`config.mk`:
```
export PLATFORM = sky130hd
export DESIGN_NAME = frm_meter
export DESIGN_NICKNAME = d
export VERILOG_FILES = /design/src/frm_pkg.sv /design/src/frm_meter.sv
export SDC_FILE = /design/constraint.sdc
export NUM_CORES = 2
export LEC_CHECK = 0
export ABC_CLOCK_PERIOD_IN_PS = 47800
export BUFFER_PORTS_ARGS = -buffer_cell sky130_fd_sc_hd__buf_2
export CAP_MARGIN = 15
export CORE_UTILIZATION = 42
export CTS_BUF_LIST = sky130_fd_sc_hd__clkbuf_16
export DETAILED_ROUTE_END_ITERATION = 12
export HOLD_SLACK_MARGIN = 0.02
export PLACE_DENSITY = 0.63
export SLEW_MARGIN = 10
export SYNTH_ARGS = -nofsm -noshare
export SYNTH_HDL_FRONTEND = slang
export SYNTH_SLANG_ARGS = --single-unit
export TNS_END_PERCENT = 20
```
`constraint.sdc`:
```
create_clock -name clk_sys -period 47.8 [get_ports clk_sys]
set_input_delay 9.56 -clock clk_sys [delete_from_list [all_inputs] [get_ports clk_sys]]
set_output_delay 9.56 -clock clk_sys [all_outputs]
set_load 0.01 [all_outputs]
```
`src/frm_pkg.sv`:
```
// Constants shared by the frequency and revolution meter
`default_nettype none
package frm_pkg;
    localparam int NCH = 4;
    localparam int VAL_W = 16;
    localparam int EDGE_W = 20;
    localparam int PER_W = 30;
    localparam int DIV_W = 48;
    localparam int STEP_W = 6;
    // ========================================
    // Register map (byte addresses)
    localparam logic [7:0] A_STATUS = 8'h00;
    localparam logic [7:0] A_DATA0 = 8'h04;
    localparam logic [7:0] A_CFG0 = 8'h20;
    localparam logic [7:0] A_DIV0 = 8'h30;
    localparam logic [7:0] A_LO0 = 8'h40;
    localparam logic [7:0] A_HI0 = 8'h50;
    localparam logic [7:0] A_ISTAT = 8'h60;
    localparam logic [7:0] A_IMASK = 8'h64;
    // ========================================
    // Fields
    localparam int CFG_FAST = 0;
    localparam int CFG_REV = 1;
    localparam int CFG_FALL = 2;
    localparam int CFG_INV = 3;
    localparam int CFG_GATE = 4;
    localparam logic [2:0] GATE_PERIOD = 3'h7;
    localparam int ST_HI = 4;
    localparam int ST_ERR = 15;
    localparam int IRQ_LIM = 4;
    localparam int IRQ_ERR = 5;
    localparam int IRQ_W = 6;
    localparam logic [7:0] CFG_RST = 8'h40;
    localparam logic [15:0] DIV_RST = 16'h0001;
    localparam logic [15:0] LO_RST = 16'h0000;
    localparam logic [15:0] HI_RST = 16'hffff;
    // ========================================
    // Timing
    localparam longint CLK_HZ = 100_000_000;
    localparam real GATE_BASE_MS = 62.5;
    localparam int GATE_BASE_CYC = int'(GATE_BASE_MS * 1.0e-3 * CLK_HZ);
    localparam longint BASE_PER_S = 16;
    localparam longint RPM_PER_HZ = 60;
    localparam int LOW_MAX_HZ = 1000;
    localparam int HIGH_MAX_HZ = 50000;
    // Half of the shortest period in each range
    localparam int GAP_LOW_CYC = int'(CLK_HZ / (2 * LOW_MAX_HZ));
    localparam int GAP_HIGH_CYC = int'(CLK_HZ / (2 * HIGH_MAX_HZ));
    // Gate select 0..6 = 62.5,125,250,500,1000,2000,8000 ms
    function automatic logic [7:0] gate_mult(input logic [2:0] sel);
        case (sel)
            3'h6:    gate_mult = 8'h80;
            3'h7:    gate_mult = 8'h01;
            default: gate_mult = 8'h01 << sel;
        endcase
    endfunction
endpackage
`default_nettype wire

```
`src/frm_meter.sv`:
```
// Four channel frequency and revolution meter with Wishbone registers
// Function
// - Each channel selects 1 kHz or 50 kHz range
// - Only channel one may use 50 kHz
// - Revolution mode reports rev/min instead of Hz
// - Count rising edge, or falling when selected
// - Inversion negates both limit outputs
// - Selectable gate time, count then convert
// - Value refreshed once per measurement window
// - Slow option measures time between edges
// - Count divided by pulses per revolution
// - Factor defaults to one, zero means one
// - Below lower limit sets bits 0-3
// - Above upper limit sets bits 4-7
// - Limits never disturb the measurement
// - Limit outputs follow threshold crossings
// - Status word then four data words
// - Group error on counter overflow
//
// Our own choices: the placing of the registers and register access over Wishbone.
`default_nettype none
// ========================================
// Per channel input front end
module frm_chan
    import frm_pkg::*;
#(
    parameter int GATE_CYC = GATE_BASE_CYC,
    parameter int GAP_LOW = GAP_LOW_CYC,
    parameter int GAP_HIGH = GAP_HIGH_CYC
) (
    input  wire logic              clk_sys,
    input  wire logic              rst,
    input  wire logic              pin,
    input  wire logic              fast,
    input  wire logic              falling,
    input  wire logic [2:0]        gate_sel,
    input  wire logic              base_tick,
    output logic                   done,
    output logic [EDGE_W-1:0]      edges,
    output logic [PER_W-1:0]       period,
    output logic                   ovf
);
    logic              s1_q, s2_q, s3_q;
    logic [16:0]       gap_q;
    logic [7:0]        tick_q;
    logic [EDGE_W-1:0] cnt_q;
    logic [PER_W-1:0]  per_q;
    logic              cnt_ovf_q;
    logic              raw, hit, pmode, win_end;

    always_ff @(posedge clk_sys or posedge rst) begin
        if (rst) begin
            s1_q <= 1'b0;
            s2_q <= 1'b0;
            s3_q <= 1'b0;
        end else begin
            s1_q <= pin;
            s2_q <= s1_q;
            s3_q <= s2_q;
        end
    end

    assign raw = falling ? (s3_q & ~s2_q) : (s2_q & ~s3_q);
    // Edges closer than half the range's shortest period are glitches
    assign hit = raw && gap_q >= (fast ? 17'(GAP_HIGH) : 17'(GAP_LOW));
    assign pmode = gate_sel == GATE_PERIOD;
    assign win_end = base_tick && tick_q == gate_mult(gate_sel) - 8'h01;

    always_ff @(posedge clk_sys or posedge rst) begin
        if (rst) begin
            gap_q <= '1;
        end else if (hit) begin
            gap_q <= '0;
        end else if (gap_q != '1) begin
            gap_q <= gap_q + 17'h1;
        end
    end

    always_ff @(posedge clk_sys or posedge rst) begin
        if (rst) begin
            tick_q <= '0;
            cnt_q <= '0;
            cnt_ovf_q <= 1'b0;
            per_q <= '0;
            done <= 1'b0;
            edges <= '0;
            period <= '1;
            ovf <= 1'b0;
        end else begin
            done <= 1'b0;
            if (pmode) begin
                tick_q <= '0;
                per_q <= (hit || per_q == '1) ? '0 : per_q + 30'h1;
                if (hit || per_q == '1) begin
                    done <= 1'b1;
                    period <= per_q;
                    ovf <= 1'b0;
                end
            end else begin
                if (base_tick) begin
                    tick_q <= win_end ? 8'h00 : tick_q + 8'h01;
                end
                if (win_end) begin
                    done <= 1'b1;
                    edges <= cnt_q;
                    ovf <= cnt_ovf_q;
                    cnt_q <= EDGE_W'(hit);
                    cnt_ovf_q <= 1'b0;
                end else if (hit) begin
                    if (cnt_q == '1) begin
                        cnt_ovf_q <= 1'b1;
                    end else begin
                        cnt_q <= cnt_q + 20'h1;
                    end
                end
            end
        end
    end
endmodule

// ========================================
// Top: channels, shared divider, registers
module frm_meter
    import frm_pkg::*;
#(
    parameter int GATE_CYC = GATE_BASE_CYC,
    parameter int GAP_LOW = GAP_LOW_CYC,
    parameter int GAP_HIGH = GAP_HIGH_CYC
) (
    input  wire logic           clk_sys,
    input  wire logic           rst,
    input  wire logic           wb_cyc_i,
    input  wire logic           wb_stb_i,
    input  wire logic           wb_we_i,
    input  wire logic [7:0]     wb_adr_i,
    input  wire logic [3:0]     wb_sel_i,
    input  wire logic [31:0]    wb_dat_i,
    output logic [31:0]         wb_dat_o,
    output logic                wb_ack_o,
    input  wire logic [NCH-1:0] pulse_in,
    output logic [NCH-1:0]      limit_lo_o,
    output logic [NCH-1:0]      limit_hi_o,
    output logic                irq_o
);
    typedef enum logic [1:0] {FRM_IDLE, FRM_DIV, FRM_STORE} frm_state_t;

    frm_state_t              st_q;
    logic [7:0]              cfg_q [NCH];
    logic [15:0]             div_q [NCH];
    logic [15:0]             lo_q [NCH];
    logic [15:0]             hi_q [NCH];
    logic [VAL_W-1:0]        data_q [NCH];
    logic [NCH-1:0]          lo_fl_q, hi_fl_q, ovf_q, pend_q, ch_fast;
    logic [NCH-1:0]          done;
    logic [EDGE_W-1:0]       edges [NCH];
    logic [PER_W-1:0]        period [NCH];
    logic [NCH-1:0]          c_ovf;
    logic [31:0]             base_q;
    logic                    base_tick;
    logic [1:0]              ch_q;
    logic [DIV_W-1:0]        num_q, den_q, rem_q;
    logic [STEP_W-1:0]       step_q;
    logic                    sovf_q;
    logic [DIV_W-1:0]        rem_sh;
    logic [DIV_W-1:0]        num_c, den_c;
    logic [15:0]             fac;
    logic [VAL_W-1:0]        val;
    logic [IRQ_W-1:0]        ist_q, imask_q, iev;
    logic [15:0]             status;
    logic                    wr, rd_req;

    // ========================================
    // Gate time base shared by all channels
    assign base_tick = base_q == 32'(GATE_CYC - 1);
    always_ff @(posedge clk_sys or posedge rst) begin
        if (rst) begin
            base_q <= '0;
        end else begin
            base_q <= base_tick ? 32'h0 : base_q + 32'h1;
        end
    end

    for (genvar i = 0; i < NCH; i++) begin : g_ch
        assign ch_fast[i] = (i == 0) && cfg_q[i][CFG_FAST];
        frm_chan #(
            .GATE_CYC (GATE_CYC),
            .GAP_LOW  (GAP_LOW),
            .GAP_HIGH (GAP_HIGH)
        ) u_chan (
            .clk_sys   (clk_sys),
            .rst       (rst),
            .pin       (pulse_in[i]),
            .fast      (ch_fast[i]),
            .falling   (cfg_q[i][CFG_FALL]),
            .gate_sel  (cfg_q[i][CFG_GATE +: 3]),
            .base_tick (base_tick),
            .done      (done[i]),
            .edges     (edges[i]),
            .period    (period[i]),
            .ovf       (c_ovf[i])
        );
    end

    // ========================================
    // Conversion: value = num / den, one channel at a time
    assign fac = (div_q[ch_q] == 16'h0) ? DIV_RST : div_q[ch_q];
    always_comb begin
        if (cfg_q[ch_q][CFG_GATE +: 3] == GATE_PERIOD) begin
            num_c = DIV_W'(CLK_HZ);
            // Period holds the edge spacing minus one cycle
            den_c = (DIV_W'(period[ch_q]) + DIV_W'(1)) * DIV_W'(fac);
        end else begin
            num_c = DIV_W'(edges[ch_q]) * DIV_W'(BASE_PER_S);
            den_c = DIV_W'(gate_mult(cfg_q[ch_q][CFG_GATE +: 3]))
                  * DIV_W'(fac);
        end
        if (cfg_q[ch_q][CFG_REV]) begin
            num_c = num_c * DIV_W'(RPM_PER_HZ);
        end
    end
    assign rem_sh = {rem_q[DIV_W-2:0], num_q[DIV_W-1]};
    assign val = (num_q[DIV_W-1:VAL_W] != '0) ? '1 : num_q[VAL_W-1:0];

    // Pending done flags: a new window wins over the clear of the old one
    always_ff @(posedge clk_sys or posedge rst) begin
        if (rst) begin
            pend_q <= '0;
        end else begin
            pend_q <= (pend_q & ~((st_q == FRM_STORE) ? 4'(1) << ch_q
                                                      : 4'h0)) | done;
        end
    end

    always_ff @(posedge clk_sys or posedge rst) begin
        if (rst) begin
            st_q <= FRM_IDLE;
            ch_q <= '0;
            num_q <= '0;
            den_q <= '0;
            rem_q <= '0;
            step_q <= '0;
            sovf_q <= 1'b0;
        end else begin
            case (st_q)
                FRM_IDLE: begin
                    if (pend_q != '0) begin
                        st_q <= FRM_DIV;
                        ch_q <= pend_q[0] ? 2'd0 : pend_q[1] ? 2'd1
                              : pend_q[2] ? 2'd2 : 2'd3;
                    end
                    step_q <= '0;
                    rem_q <= '0;
                end
                FRM_DIV: begin
                    if (step_q == '0 && rem_q == '0 && num_q != num_c) begin
                        num_q <= num_c;
                        den_q <= den_c;
                        sovf_q <= c_ovf[ch_q];
                        step_q <= 6'h1;
                    end else if (step_q == '0) begin
                        num_q <= num_c;
                        den_q <= den_c;
                        sovf_q <= c_ovf[ch_q];
                        step_q <= 6'h1;
                    end else begin
                        // Restoring division, one quotient bit per cycle
                        rem_q <= (rem_sh >= den_q) ? rem_sh - den_q : rem_sh;
                        num_q <= {num_q[DIV_W-2:0], rem_sh >= den_q};
                        step_q <= step_q + 6'h1;
                        if (step_q == 6'(DIV_W)) begin
                            st_q <= FRM_STORE;
                        end
                    end
                end
                FRM_STORE: st_q <= FRM_IDLE;
                default:   st_q <= FRM_IDLE;
            endcase
        end
    end

    // ========================================
    // Data words and limit flags updated together in the store state after conversion
    always_ff @(posedge clk_sys or posedge rst) begin
        if (rst) begin
            data_q <= '{default: '0};
            lo_fl_q <= '0;
            hi_fl_q <= '0;
            ovf_q <= '0;
        end else if (st_q == FRM_STORE) begin
            data_q[ch_q] <= val;
            // Flags are derived from the result only; counting goes on
            lo_fl_q[ch_q] <= val < lo_q[ch_q];
            hi_fl_q[ch_q] <= val > hi_q[ch_q];
            ovf_q[ch_q] <= sovf_q || num_q[DIV_W-1:VAL_W] != '0;
        end
    end

    always_ff @(posedge clk_sys or posedge rst) begin
        if (rst) begin
            limit_lo_o <= '0;
            limit_hi_o <= '0;
        end else begin
            for (int i = 0; i < NCH; i++) begin
                limit_lo_o[i] <= lo_fl_q[i] ^ cfg_q[i][CFG_INV];
                limit_hi_o[i] <= hi_fl_q[i] ^ cfg_q[i][CFG_INV];
            end
        end
    end

    assign status = {|ovf_q, 7'h0, hi_fl_q, lo_fl_q};

    // ========================================
    // Interrupts: sticky, write one to clear, set wins
    assign iev = {(st_q == FRM_STORE) && (sovf_q || val == '1),
                  (st_q == FRM_STORE) && (val < lo_q[ch_q] || val > hi_q[ch_q]),
                  done};
    always_ff @(posedge clk_sys or posedge rst) begin
        if (rst) begin
            ist_q <= '0;
            imask_q <= '0;
            irq_o <= 1'b0;
        end else begin
            ist_q <= (ist_q & ~((wr && wb_adr_i == A_ISTAT && wb_sel_i[0])
                      ? wb_dat_i[IRQ_W-1:0] : 6'h0)) | iev;
            if (wr && wb_adr_i == A_IMASK && wb_sel_i[0]) begin
                imask_q <= wb_dat_i[IRQ_W-1:0];
            end
            irq_o <= |(ist_q & imask_q);
        end
    end

    // ========================================
    // Wishbone slave: one wait state, unmapped reads return zero
    assign rd_req = wb_cyc_i && wb_stb_i && !wb_ack_o;
    assign wr = rd_req && wb_we_i;
    always_ff @(posedge clk_sys or posedge rst) begin
        if (rst) begin
            wb_ack_o <= 1'b0;
            wb_dat_o <= '0;
        end else begin
            wb_ack_o <= rd_req;
            wb_dat_o <= '0;
            if (wb_adr_i == A_STATUS) begin
                wb_dat_o <= 32'(status);
            end
            for (int i = 0; i < NCH; i++) begin
                if (wb_adr_i == A_DATA0 + 8'(4 * i)) wb_dat_o <= 32'(data_q[i]);
                if (wb_adr_i == A_CFG0 + 8'(4 * i)) wb_dat_o <= 32'(cfg_q[i]);
                if (wb_adr_i == A_DIV0 + 8'(4 * i)) wb_dat_o <= 32'(div_q[i]);
                if (wb_adr_i == A_LO0 + 8'(4 * i)) wb_dat_o <= 32'(lo_q[i]);
                if (wb_adr_i == A_HI0 + 8'(4 * i)) wb_dat_o <= 32'(hi_q[i]);
            end
            if (wb_adr_i == A_ISTAT) wb_dat_o <= 32'(ist_q);
            if (wb_adr_i == A_IMASK) wb_dat_o <= 32'(imask_q);
        end
    end

    always_ff @(posedge clk_sys or posedge rst) begin
        if (rst) begin
            cfg_q <= '{default: CFG_RST};
            div_q <= '{default: DIV_RST};
            lo_q <= '{default: LO_RST};
            hi_q <= '{default: HI_RST};
        end else if (wr) begin
            for (int i = 0; i < NCH; i++) begin
                if (wb_adr_i == A_CFG0 + 8'(4 * i) && wb_sel_i[0])
                    cfg_q[i] <= wb_dat_i[7:0];
                if (wb_adr_i == A_DIV0 + 8'(4 * i) && wb_sel_i[0])
                    div_q[i][7:0] <= wb_dat_i[7:0];
                if (wb_adr_i == A_DIV0 + 8'(4 * i) && wb_sel_i[1])
                    div_q[i][15:8] <= wb_dat_i[15:8];
                if (wb_adr_i == A_LO0 + 8'(4 * i) && wb_sel_i[0])
                    lo_q[i][7:0] <= wb_dat_i[7:0];
                if (wb_adr_i == A_LO0 + 8'(4 * i) && wb_sel_i[1])
                    lo_q[i][15:8] <= wb_dat_i[15:8];
                if (wb_adr_i == A_HI0 + 8'(4 * i) && wb_sel_i[0])
                    hi_q[i][7:0] <= wb_dat_i[7:0];
                if (wb_adr_i == A_HI0 + 8'(4 * i) && wb_sel_i[1])
                    hi_q[i][15:8] <= wb_dat_i[15:8];
            end
        end
    end
endmodule
`default_nettype wire

```
==> flow_metrics.env <==
export IMPL_htree_levels=3
export IMPL_whs_ns=0.354
export IMPL_yosys_warnings=0
export IMPL_die_w_um=424
export IMPL_overflow=0
export IMPL_relSlewSlack=0.129
export IMPL_area_growth_pct=8.92
export IMPL_clk_pin_slew_ns=0.06
export IMPL_synthTopCellsByCount="nand2_1, nor2_1, dfrtp_1"
export IMPL_nFillCells=16700
export IMPL_min_period_ns=12.97
export IMPL_power_internal_mw=1.39
export IMPL_hold_buffers=0
export IMPL_p_comb_frac=0.022
export IMPL_grt_max_degree=156
export IMPL_critical_path_startpoint_type="input port"
export IMPL_leakagePower_nw=38.4
export IMPL_cts_buffers=114
export IMPL_tightest_slew_ns=1.30
export IMPL_whs_path_depth=0
export IMPL_detail_route_antenna_nets=0
export IMPL_worst_r2r_setup_slack_ns=36.81
export IMPL_ctsResizeCount=0
export IMPL_pin_count=95
export IMPL_grt_pass1_vias=57200
export IMPL_worstHoldPathType="reg -> reg"
export IMPL_insertion_delay_ns=0.76
export IMPL_die_area_mm2=0.179
export IMPL_fin_util=0.461
export IMPL_grt_total_usage=0.236
export IMPL_hold_violations=0
export IMPL_worstReg2RegStart="ch_q[0]"
export IMPL_finalWorstSetupSlack_ns=34.83
export IMPL_dp_slack_ns=34.17
export IMPL_synth_distinct_cells=89
export IMPL_drv_slew=0
export IMPL_post_route_period_util=0.271
export IMPL_synthArstFlopShare=1.00
export IMPL_worst_setup_path_end_kind="flip-flop"
export IMPL_outcome="finished, final reports clean"
export IMPL_post_synth_top_count_cell="nand2_1"
export IMPL_fmax_mhz=77.1
export IMPL_cp_slowest_cell="nor2_1"
export IMPL_finalSetupViolCount=0
export IMPL_r2r_cells=30
export IMPL_seq_power_share=0.496
export IMPL_synth_largest_area_cell="dfrtp_1"
export IMPL_cp_max_fo=10
export IMPL_tns_ns=0
export IMPL_routabilityCongestion=0.965
export IMPL_start_util=0.423
export IMPL_clock_sinks=1051
export IMPL_num_rows=154
export IMPL_via_count=56400
export IMPL_drc=0
export IMPL_power_density_mw_per_mm2=22.2
export IMPL_vias_per_cell=5.54
export IMPL_grt_first_pass_wirelength_um=332000
export IMPL_crit_chain="buf_2, nor3_1, nand2b_1, nor2_1, buf_4, a22oi_1, a31oi_1, a21oi_1, a21oi_1, nor4_1, nor4_1, a2111oi_0, nor3_1"
export IMPL_critical_path_arrival_ns=13.59
export IMPL_clkPwrFrac=0.482
export IMPL_peakVddDrop_mv=0.0279
export IMPL_maxCapViolations=0
export IMPL_drt_initial_drc_count=4444
export IMPL_worst_ep_required_time_ns=48.42
export IMPL_yosysSeqAreaShare=0.357
export IMPL_fin_nets=8606
export IMPL_synth_edf_count=0
export IMPL_port_buffers=60
export IMPL_place_hpwl_um=158000
export IMPL_die_h_um=424
export IMPL_switching_share=0.232
export IMPL_synth_top_area_frac=0.265
export IMPL_r2r_end="den_q[38]"
export IMPL_cts_tree="built"
export IMPL_core_mm2=0.176
export IMPL_synth_area_mm2=0.0746
export IMPL_cp_slowest_stage_delay_ns=1.13
export IMPL_rsz0062_at_grt="false"
export IMPL_cts_root_buf="clkbuf_16"
export IMPL_drtPass1Iterations=8
export IMPL_totalWireLength_um=212000
export IMPL_ys_seq_elements=1051
export IMPL_switchingPower_mw=0.418
export IMPL_clk_path_buf_depth=3
export IMPL_detail_route_wl_per_cell_um=20.9
export IMPL_yosys_top_cells_area="dfrtp_1, fa_1, dfstp_2"
export IMPL_cts_setup_buffers=0
export IMPL_holdPathEnd="g_ch[3].u_chan.s2_q"
export IMPL_drive_above_1_share=0.149
export IMPL_clock_skew_ns=0.0568
export IMPL_min_from="g_ch[3].u_chan.s1_q"
export IMPL_synth_avg_cell_area_um2=9.61
export IMPL_critPathKind="in -> reg"
export IMPL_synthFlopType="dfrtp_1"
export IMPL_synthCells=7770
export IMPL_grt_antenna_before_repair=16
-- registers in the layout, summed over array words and instances, names as in the netlist, 48 cells and up --
signal and flops:
g_ch.u_chan.edges 80, lo_q 64, g_ch.u_chan.gap_q 68, g_ch.u_chan.period 120, hi_q 64, div_q 64, num_q 48, g_ch.u_chan.per_q 120
g_ch.u_chan.cnt_q 80, data_q 64
-- logic make-up after synthesis --
kind of cell,count (synthesis),share of synthesized area
and+or+nand+nor,2685,0.160
AOI/OAI and AO/OA,1145,0.0945
buffers and inverters,1114,0.0574
DFF,1051,0.357
adders and majority gates,827,0.190
muxes,516,0.0905
xor gates and xnor gates,431,0.0506
other,1,0.0000502
-- worst max-delay path by stage --
stage / startpoint / to / slack, ns / depth (start not counted)
after floorplan: rst / base_q[0] / 9.09 / 1
after global placement: wb_adr_i[1] / wb_dat_o[3] / 34.18 / 13
after detailed placement: wb_adr_i[1] / wb_dat_o[3] / 34.17 / 13
after CTS: wb_adr_i[1] / wb_dat_o[3] / 34.98 / 13
after global routing: wb_adr_i[1] / wb_dat_o[5] / 34.77 / 13
final: wb_adr_i[1] / wb_dat_o[5] / 34.83 / 13
-- power by group through the flow --
stage / clock, mW / sequential [mW] / combinational (mW)
floorplan: 0 / 0.910 / 0.0262
global placement: 0 / 0.911 / 0.0401
detailed placement: 0 / 0.911 / 0.0406
CTS: 0.891 / 0.895 / 0.0407
global route: 0.927 / 0.895 / 0.0447
finish: 0.871 / 0.896 / 0.0398
-- metal layers --
layer / vias up / GRT usage / part of all wire
li1: 25900 / - / -
met1: 28300 / 0.315 / 0.43
met2: 1707 / 0.378 / 0.46
met3: 486 / 0.0412 / 0.064
met4: 10 / 0.0999 / 0.049
met5: - / 0 / 0.00036
-- layout make-up --
cell class	count	area (µm²)	area share
sequential	1051	26600	0.328
tap	2340	2930	0.0360
antenna	8	20.0	0.000246
clock buffer	114	2850	0.0351
multi-input combinational	5620	43900	0.540
timing repair buffer	192	1320	0.0162
inverter	747	2810	0.0346
clock inverter	100	803	0.00988
-- per-stage QoR --
step                power [mW]  cell area (µm²)  cells
floorplan                0.936            74700   7785
global placement         0.951            77600   9949
detailed placement       0.951            77600   9949
CTS                       1.83            81300  10200
global route              1.87            81300  10200
finish                    1.81            81300  10200
-- cells in the final DEF, fill, tap and decap left out, types with 39 or more instances in the layout --
cell type	count
nor2_1	811
nand2b_1	44
nor4_1	39
a31oi_1	55
a21o_1	82
buf_4	130
buf_2	60
fa_1	511
nand4_1	89
a22oi_1	72
mux4_2	88
mux2_2	377
clkbuf_16	114
ha_1	316
nor2b_1	46
and2_1	50
dfstp_2	260
xnor2_1	178
nand2_1	1041
nor3_1	86
inv_1	771
dfrtp_1	789
mux2i_1	40
and3_1	95
xor2_1	252
nand3_1	208
o21a_1	41
or3_1	43
o21ai_0	367
a21oi_1	269
-- worst max-delay path, delay by kind of cell --
family | cells | cell delay (ns)
simple gates | 6 | 2.80
buf+inv | 2 | 0.49
compound gates | 5 | 0.75
No activity file was read; power rests on OpenSTA's default activity.
